--- src/pkg/pif_defines.vh ---
/*
 * register offsets, field positions and reset values of the identity and
 * interrupt-flag block. assumes an 8-bit register read port behind a
 * serial host interface decoded elsewhere.
 */
`ifndef PIF_DEFINES_VH
`define PIF_DEFINES_VH

`define PIF_OFF_CHIP_ID 8'h00
`define PIF_OFF_FLAGS_ONE 8'h01
`define PIF_OFF_FLAGS_TWO 8'h02
`define PIF_OFF_MASK_ONE 8'h03
`define PIF_OFF_MASK_TWO 8'h04

`define PIF_PART_MSB 7
`define PIF_PART_LSB 3
`define PIF_REV_MSB 2
`define PIF_REV_LSB 0

`define PIF_FLAG_WIDTH 6
`define PIF_FLAGS_RESET 6'h00
`define PIF_MASK_RESET 6'h00

// first flag register
`define PIF_BIT_LOW_PRG 5
`define PIF_BIT_MAINS 4
`define PIF_BIT_BUTTON 3
`define PIF_BIT_HOT 2
`define PIF_BIT_BATT_DONE 1
`define PIF_BIT_PRG_DONE 0

// second flag register
`define PIF_BIT_SW3_FAULT 5
`define PIF_BIT_SW2_FAULT 4
`define PIF_BIT_SW1_FAULT 3
`define PIF_BIT_SW3_LIMIT 2
`define PIF_BIT_SW2_LIMIT 1
`define PIF_BIT_SW1_LIMIT 0

`endif

--- src/verilog/pif_flags.v ---
/*
 * identification register, two sticky interrupt-flag registers, their
 * mask registers and the active-low interrupt pin.
 * assumes the serial host front end presents one-cycle read and write
 * strobes with an 8-bit register offset, all synchronous to clk.
 */
`timescale 1ns/1ps
`default_nettype none
`include "pif_defines.vh"

// Summary of operation
// read-only identification: upper five bits part code, lower three revision; writes ignored.
// first flag register resets to zero; top two bits read zero.
// bit 5 sets when supply too low to program defaults.
// bit 4 sets on any mains-detect pin edge.
// bit 3 sets on any push-button pin edge.
// bit 2 reports thermal warning above threshold.
// bit 1 sets when backup battery comparators settle.
// bit 0 sets when default programming completes successfully.
// second flag register resets to zero; top two bits read zero.
// bit 5 sets on switch three overtemperature disable.
// bit 4 sets on switch two overtemperature or low input.
// bit 3 sets on switch one overtemperature disable.
// bits 2..0 set while switches three, two, one limit current.
// unmasked flags pull interrupt pin low; masking leaves monitoring intact.
// host reads these registers without any password.
// flags hold until read, then clear unless cause persists.
module pif_flags #(
    parameter [4:0] PART_CODE = 5'h01, // arbitrary value
    parameter [2:0] REV_CODE = 3'h1 // arbitrary value
) (
    input wire clk,
    input wire rst,
    input wire rd_stb,
    input wire wr_stb,
    input wire [7:0] reg_addr,
    input wire [7:0] wr_data,
    output reg [7:0] rd_data_ff,
    input wire mains_detect_pin,
    input wire pushbutton_pin,
    input wire low_programming_supply,
    input wire thermal_over_warning,
    input wire backup_battery_settled,
    input wire defaults_programmed_ok,
    input wire [2:0] switch_fault,
    input wire [2:0] switch_limiting,
    output wire interrupt_request_pin_n
);

    localparam FLAG_W = `PIF_FLAG_WIDTH;
    localparam [5:0] FLAGS_RESET = `PIF_FLAGS_RESET;
    localparam [5:0] MASK_RESET = `PIF_MASK_RESET;

    // stored flag bits, mask bits and previous pin levels
    reg [FLAG_W-1:0] flags_one_ff;
    reg [FLAG_W-1:0] flags_two_ff;
    reg [FLAG_W-1:0] mask_one_ff;
    reg [FLAG_W-1:0] mask_two_ff;
    reg mains_prev_ff;
    reg button_prev_ff;
    reg edge_armed_ff;

    // next values
    reg [FLAG_W-1:0] nxt_mask_one;
    reg [FLAG_W-1:0] nxt_mask_two;
    reg [7:0] nxt_rd_data;
    wire [FLAG_W-1:0] nxt_flags_one;
    wire [FLAG_W-1:0] nxt_flags_two;

    // decoded host requests
    wire rd_one;
    wire rd_two;
    wire wr_mask_one;
    wire wr_mask_two;

    // per-bit set causes
    wire [FLAG_W-1:0] cause_one;
    wire [FLAG_W-1:0] cause_two;
    wire mains_edge;
    wire button_edge;

    // register images as the host reads them
    wire [4:0] part_code_field;
    wire [2:0] silicon_revision_field;
    wire [7:0] chip_identification;
    wire [7:0] interrupt_flags_one;
    wire [7:0] interrupt_flags_two;
    wire [7:0] mask_image_one;
    wire [7:0] mask_image_two;

    // named flag bits of the first register
    wire low_programming_supply_flag;
    wire mains_detect_change_flag;
    wire pushbutton_change_flag;
    wire thermal_warning_flag;
    wire backup_battery_sample_done_flag;
    wire defaults_programmed_flag;

    // named flag bits of the second register
    wire switch_three_fault_flag;
    wire switch_two_fault_flag;
    wire switch_one_fault_flag;
    wire switch_three_limiting_flag;
    wire switch_two_limiting_flag;
    wire switch_one_limiting_flag;

    // unmasked requests per register
    wire irq_one_pending;
    wire irq_two_pending;

    assign rd_one = rd_stb && (reg_addr == `PIF_OFF_FLAGS_ONE);
    assign rd_two = rd_stb && (reg_addr == `PIF_OFF_FLAGS_TWO);
    // id and flag registers are read-only; only masks take writes
    assign wr_mask_one = wr_stb && (reg_addr == `PIF_OFF_MASK_ONE);
    assign wr_mask_two = wr_stb && (reg_addr == `PIF_OFF_MASK_TWO);

    // edges only count once the previous levels were captured after reset
    assign mains_edge = edge_armed_ff && (mains_detect_pin != mains_prev_ff);
    assign button_edge = edge_armed_ff && (pushbutton_pin != button_prev_ff);

    assign cause_one[`PIF_BIT_LOW_PRG] = low_programming_supply;
    assign cause_one[`PIF_BIT_MAINS] = mains_edge;
    assign cause_one[`PIF_BIT_BUTTON] = button_edge;
    assign cause_one[`PIF_BIT_HOT] = thermal_over_warning;
    assign cause_one[`PIF_BIT_BATT_DONE] = backup_battery_settled;
    assign cause_one[`PIF_BIT_PRG_DONE] = defaults_programmed_ok;

    assign cause_two[`PIF_BIT_SW3_FAULT] = switch_fault[2];
    assign cause_two[`PIF_BIT_SW2_FAULT] = switch_fault[1];
    assign cause_two[`PIF_BIT_SW1_FAULT] = switch_fault[0];
    assign cause_two[`PIF_BIT_SW3_LIMIT] = switch_limiting[2];
    assign cause_two[`PIF_BIT_SW2_LIMIT] = switch_limiting[1];
    assign cause_two[`PIF_BIT_SW1_LIMIT] = switch_limiting[0];

    genvar gi;
    generate
        for (gi = 0; gi < FLAG_W; gi = gi + 1) begin : g_flag_bit
            // read clears, but a cause present in the same cycle wins
            assign nxt_flags_one[gi] = (flags_one_ff[gi] & ~rd_one) | cause_one[gi];
            assign nxt_flags_two[gi] = (flags_two_ff[gi] & ~rd_two) | cause_two[gi];

            always @(posedge clk or posedge rst) begin
                if (rst) begin
                    flags_one_ff[gi] <= FLAGS_RESET[gi];
                    flags_two_ff[gi] <= FLAGS_RESET[gi];
                end else begin
                    flags_one_ff[gi] <= nxt_flags_one[gi];
                    flags_two_ff[gi] <= nxt_flags_two[gi];
                end
            end
        end
    endgenerate

    assign low_programming_supply_flag = flags_one_ff[`PIF_BIT_LOW_PRG];
    assign mains_detect_change_flag = flags_one_ff[`PIF_BIT_MAINS];
    assign pushbutton_change_flag = flags_one_ff[`PIF_BIT_BUTTON];
    assign thermal_warning_flag = flags_one_ff[`PIF_BIT_HOT];
    assign backup_battery_sample_done_flag = flags_one_ff[`PIF_BIT_BATT_DONE];
    assign defaults_programmed_flag = flags_one_ff[`PIF_BIT_PRG_DONE];

    assign switch_three_fault_flag = flags_two_ff[`PIF_BIT_SW3_FAULT];
    assign switch_two_fault_flag = flags_two_ff[`PIF_BIT_SW2_FAULT];
    assign switch_one_fault_flag = flags_two_ff[`PIF_BIT_SW1_FAULT];
    assign switch_three_limiting_flag = flags_two_ff[`PIF_BIT_SW3_LIMIT];
    assign switch_two_limiting_flag = flags_two_ff[`PIF_BIT_SW2_LIMIT];
    assign switch_one_limiting_flag = flags_two_ff[`PIF_BIT_SW1_LIMIT];

    assign part_code_field = PART_CODE;
    assign silicon_revision_field = REV_CODE;
    assign chip_identification = {part_code_field, silicon_revision_field};

    // reserved top bits are wired to zero, never stored
    assign interrupt_flags_one = {2'h0,
        low_programming_supply_flag,
        mains_detect_change_flag,
        pushbutton_change_flag,
        thermal_warning_flag,
        backup_battery_sample_done_flag,
        defaults_programmed_flag};
    assign interrupt_flags_two = {2'h0,
        switch_three_fault_flag,
        switch_two_fault_flag,
        switch_one_fault_flag,
        switch_three_limiting_flag,
        switch_two_limiting_flag,
        switch_one_limiting_flag};
    assign mask_image_one = {2'h0, mask_one_ff};
    assign mask_image_two = {2'h0, mask_two_ff};

    always @* begin
        nxt_mask_one = mask_one_ff;
        nxt_mask_two = mask_two_ff;
        if (wr_mask_one) begin
            nxt_mask_one = wr_data[5:0];
        end
        if (wr_mask_two) begin
            nxt_mask_two = wr_data[5:0];
        end
    end

    // no password gate on reads
    always @* begin
        case (reg_addr)
            `PIF_OFF_CHIP_ID: nxt_rd_data = chip_identification;
            `PIF_OFF_FLAGS_ONE: nxt_rd_data = interrupt_flags_one;
            `PIF_OFF_FLAGS_TWO: nxt_rd_data = interrupt_flags_two;
            `PIF_OFF_MASK_ONE: nxt_rd_data = mask_image_one;
            `PIF_OFF_MASK_TWO: nxt_rd_data = mask_image_two;
            default: nxt_rd_data = 8'h00;
        endcase
    end

    always @(posedge clk or posedge rst) begin
        if (rst) begin
            mask_one_ff <= MASK_RESET;
            mask_two_ff <= MASK_RESET;
        end else begin
            mask_one_ff <= nxt_mask_one;
            mask_two_ff <= nxt_mask_two;
        end
    end

    // pins are synchronous, so one stored level per pin is enough
    always @(posedge clk or posedge rst) begin
        if (rst) begin
            mains_prev_ff <= 1'b0;
            button_prev_ff <= 1'b0;
            edge_armed_ff <= 1'b0;
        end else begin
            mains_prev_ff <= mains_detect_pin;
            button_prev_ff <= pushbutton_pin;
            edge_armed_ff <= 1'b1;
        end
    end

    // read data holds between reads so a slow front end can shift it out
    always @(posedge clk or posedge rst) begin
        if (rst) begin
            rd_data_ff <= 8'h00;
        end else begin
            if (rd_stb) begin
                rd_data_ff <= nxt_rd_data;
            end
        end
    end

    // mask gates only the pin, never the flag bits themselves
    assign irq_one_pending = |(flags_one_ff & ~mask_one_ff);
    assign irq_two_pending = |(flags_two_ff & ~mask_two_ff);
    assign interrupt_request_pin_n = ~(irq_one_pending | irq_two_pending);

endmodule // pif_flags
`default_nettype wire

--- config.mk ---
export PLATFORM = sky130hd
export DESIGN_NAME = pif_flags
export DESIGN_NICKNAME = d
export VERILOG_FILES = /design/src/verilog/pif_flags.v
export VERILOG_INCLUDE_DIRS = /design/src /design/src/pkg
export SDC_FILE = /design/constraint.sdc
export NUM_CORES = 1
export LEC_CHECK = 0
export BUFFER_PORTS_ARGS = -buffer_cell sky130_fd_sc_hd__buf_2
export CORE_AREA = 5 5 82 54
export CTS_BUF_LIST = sky130_fd_sc_hd__clkbuf_16
export DETAILED_ROUTE_END_ITERATION = 16
export DIE_AREA = 0 0 87 59
export HOLD_SLACK_MARGIN = 0.05
export PLACE_DENSITY_LB_ADDON = 0.15
export SLEW_MARGIN = 20
export SYNTH_ARGS = -nofsm -noshare
export SYNTH_HDL_FRONTEND = slang
export SYNTH_SLANG_ARGS = --single-unit
--- constraint.sdc ---
create_clock -name clk -period 1.35 [get_ports clk]
set_input_delay 0.27 -clock clk [delete_from_list [all_inputs] [get_ports clk]]
set_output_delay 0.27 -clock clk [all_outputs]
set_load 0.05 [all_outputs]
==> summary.md <==
| Metric | Value |
|---|---|
| Worst r2r src | switch_two_fault_flag$_DFF_PP0_ |
| Layout cells sized above 1 | 0.4977 |
| Reg2reg setup slack | ~70 ps |
| Max Fclk | 0.5999 GHz |
| Layout Nets | 250 |
| Root buf cell | clkbuf_16 |
| GR Overflow Total | 0 |
| CP Launch Type | flop |
| Gate Count Post-Synth | about 140 |
| VDD IR max | just under 800 uV |
| Starting Density | 0.4361 |
| Post-DP HPWL | around 3300 microns |
| GP Congestion | 0.8119 |
| Core Area | about 0.0036 sq mm |
| N_diodes | 0 |
| Post-Place Worst Slack | -215.1 ps |
| Fill count | 300 |
| Leak Pwr | 1.163 nW |
| Htree depth | 2 |
| Die Height | 59 microns |
| Final worst path period share | 1.235 |
| CP Data Required Time | between 1000 and 1500 ps |
| RSZ-0062 raised after global routing | yes |
| Initial DRC Count | 50 |
| Worst Slack Setup Final | -316.9 ps |
| # hold bufs at CTS | 0 |
| Yosys warnings | 0 |
| # DRC | 0 |
| Top Ports | between 40 and 50 |
| Crit-path slowest cell | dfrtp_1 |
| Worst Path Max Fanout | 2 |
| Clock Sinks | 33 |
| Synthesis-to-finish area growth | 50.65% |
| Final Util | 0.6569 |
| Reg clk slew, reported paths | approximately 50 ps |
| Seq. cell area | between 800 and 900 sq um |
| WL per Instance | between 15 and 20 microns |
| Vias in the first global route | 1,405 |
| Bufs on Longest Clock Path | 2 |
| Violated checks | setup timing |
| DRT Pass-1 Iters | 4 |
| Post-Syn Area | around 0.0015 sq mm |
| RR Endpoint | rd_data_ff[4]$_DFFE_PP0P_ |
| FF+latch count, synth | 33 |
| Sequential area share after synthesis | 0.5331 |
| Routed Antenna Nets | 0 |
| Most frequent cells in the layout | buf_4, buf_2, dfrtp_1 |
| Max cap viols | 0 |
| Total Wirelength | roughly 4200 microns |
| Die X | around 87 microns |
| Initial antenna violation count | 0 |
| Vias | around 1,300 |
| CP arrival | 1400 ps |
| Multi-input gate area | around 700 sq um |
| DIE AREA | between 0.005 and 0.006 sq mm |
| First-pass GRT wire length | approximately 6700 microns |
| Core Rows | 17 |
| CP endpoint kind | primary output |
| Placed inst area | 0.002093 sq mm |
| IO buf count | 36 |
| Finish-stage setup viols | 1 |
| Reg2Reg Depth | 5 |
| Vias per cell | around 5 |
| Worst Hold Class | primary input to async pin |
| Most common cell after layout, fill and taps aside | buf_4 |
| Pwr dens | between 1000 and 1500 mW/mm^2 |
| Total CTS buffers | 5 |
| Finished Cell Area | 0.002333 sq mm |
| Crit path cell chain | inv_1 > o22ai_1 > a221oi_1 > and3_4 > buf_8 |
| Final hold vios | 0 |
| Crit path kind | flop to primary output |
| Largest net degree at the start of global routing | 34 |
| Tmin final | ~1700 ps |
| GRT Overall Usage | 0.1796 |
| Critical Path Max Stage Delay | about 370 ps |
| Final Skew | 5.115 ps |
| Yosys cell types | 28 |
| CTS tree | yes |
| Worst-Skew Late Latency | ~270 ps |
| Max-slew violation count | 0 |
| Top Registers | mask_one_ff (6), mask_two_ff (6), rd_data_ff (6) |
| Status | finished, violations left |
| Synthesized area per cell | ~11 sq um |
-- kinds of logic after synthesis --
family | after synthesis | share of synthesized area
DFF | 33 | 0.5331
buffers and inverters | 25 | 0.06704
xor gates and xnor gates | 2 | 0.01131
other | 2 | 0.004848
and+or+nand+nor | 27 | 0.1139
muxes | 16 | 0.1131
AOI/OAI and AO/OA | 32 | 0.1567
-- per-layer routing --
layer	GRT usage	vias to the layer above	part of all wire
met5	0	-	0
met4	0.04667	0	0.0061
met3	0.06111	2	0.073
met2	0.2757	37	0.45
met1	0.2445	646	0.47
li1	-	636	-
-- report_power, final --
group	switching, mW	internal, mW	leakage, nW
combinational	0.137	0.133	0.691
clock	0.386	0.855	0.0826
sequential	0.0142	1.02	0.389
-- worst max-delay path by stage --
stage / from / endpoint / slack (ps)
2_1_floorplan: reg_addr[5] / switch_one_fault_flag$_DFF_PP0_ / -50
3_3_place_gp: reg_addr[5] / switch_two_limiting_flag$_DFF_PP0_ / -180
3_5_place_dp: reg_addr[5] / pushbutton_change_flag$_DFF_PP0_ / -220
4_1_cts: switch_one_fault_flag$_DFF_PP0_ / interrupt_request_pin_n / -320
5_1_grt: switch_two_limiting_flag$_DFF_PP0_ / interrupt_request_pin_n / -380
6_report: mains_detect_change_flag$_DFF_PP0_ / interrupt_request_pin_n / -320
-- cell type report --
| type | count | share of cell area |
|---|---|---|
| timing repair buffer | 77 | 0.2188 |
| clock inverter | 3 | 0.01609 |
| sequential | 33 | 0.3539 |
| clock buffer | 5 | 0.05362 |
| multi-input combinational | 80 | 0.2987 |
| tap | 47 | 0.02520 |
| inverter | 21 | 0.03378 |
-- worst max-delay path: cells and delay by family (launching register included) --
family,cells,cell delay (ps)
DFF,1,370
AOI/OAI and AO/OA,2,300
and+or+nand+nor,1,250
buffers and inverters,2,200
-- synthesized netlist by cell type, drive strengths merged --
cell,instances,area (sq um)
dfrtp,33,825.8
inv,21,78.83
mux2,12,135.1
a21o,10,75.07
o22ai,9,56.30
nor2,8,30.03
a221oi,5,43.79
a311oi,4,35.03
and2,4,25.02
buf,4,25.02
mux2i,4,40.04
nand2b,3,18.77
a22o,2,17.52
conb,2,7.510
nand2,2,10.01
nand3,2,10.01
nand4,2,12.51
nor4b,2,38.78
xor2,2,17.52
a21oi,1,5.000
a32o,1,10.01
and3,1,6.260
nor2b,1,6.260
nor3b,1,12.51
or3,1,6.260
-- metrics by stage --
step / total power, mW / cells / setup TNS (ps) / hold slack (ps)
final: 2.542 / 266 / -316.9 / 67.56
after global routing: 2.623 / 266 / -379.5 / 122.1
after CTS: 2.550 / 264 / -322.5 / 80.81
after detailed placement: 1.306 / 256 / -3336 / 378.8
after global placement: 1.299 / 256 / -2655 / 371.5
after floorplan: 1.160 / 138 / -312.5 / 301.4
-- what timing repair did --
action                                  CTS  global route
buffers inserted                          0             2
gates resized for setup                   3             9
endpoints found under the setup margin    1             8
pin swaps                                 0             4
(Power assumes the default switching activity.)
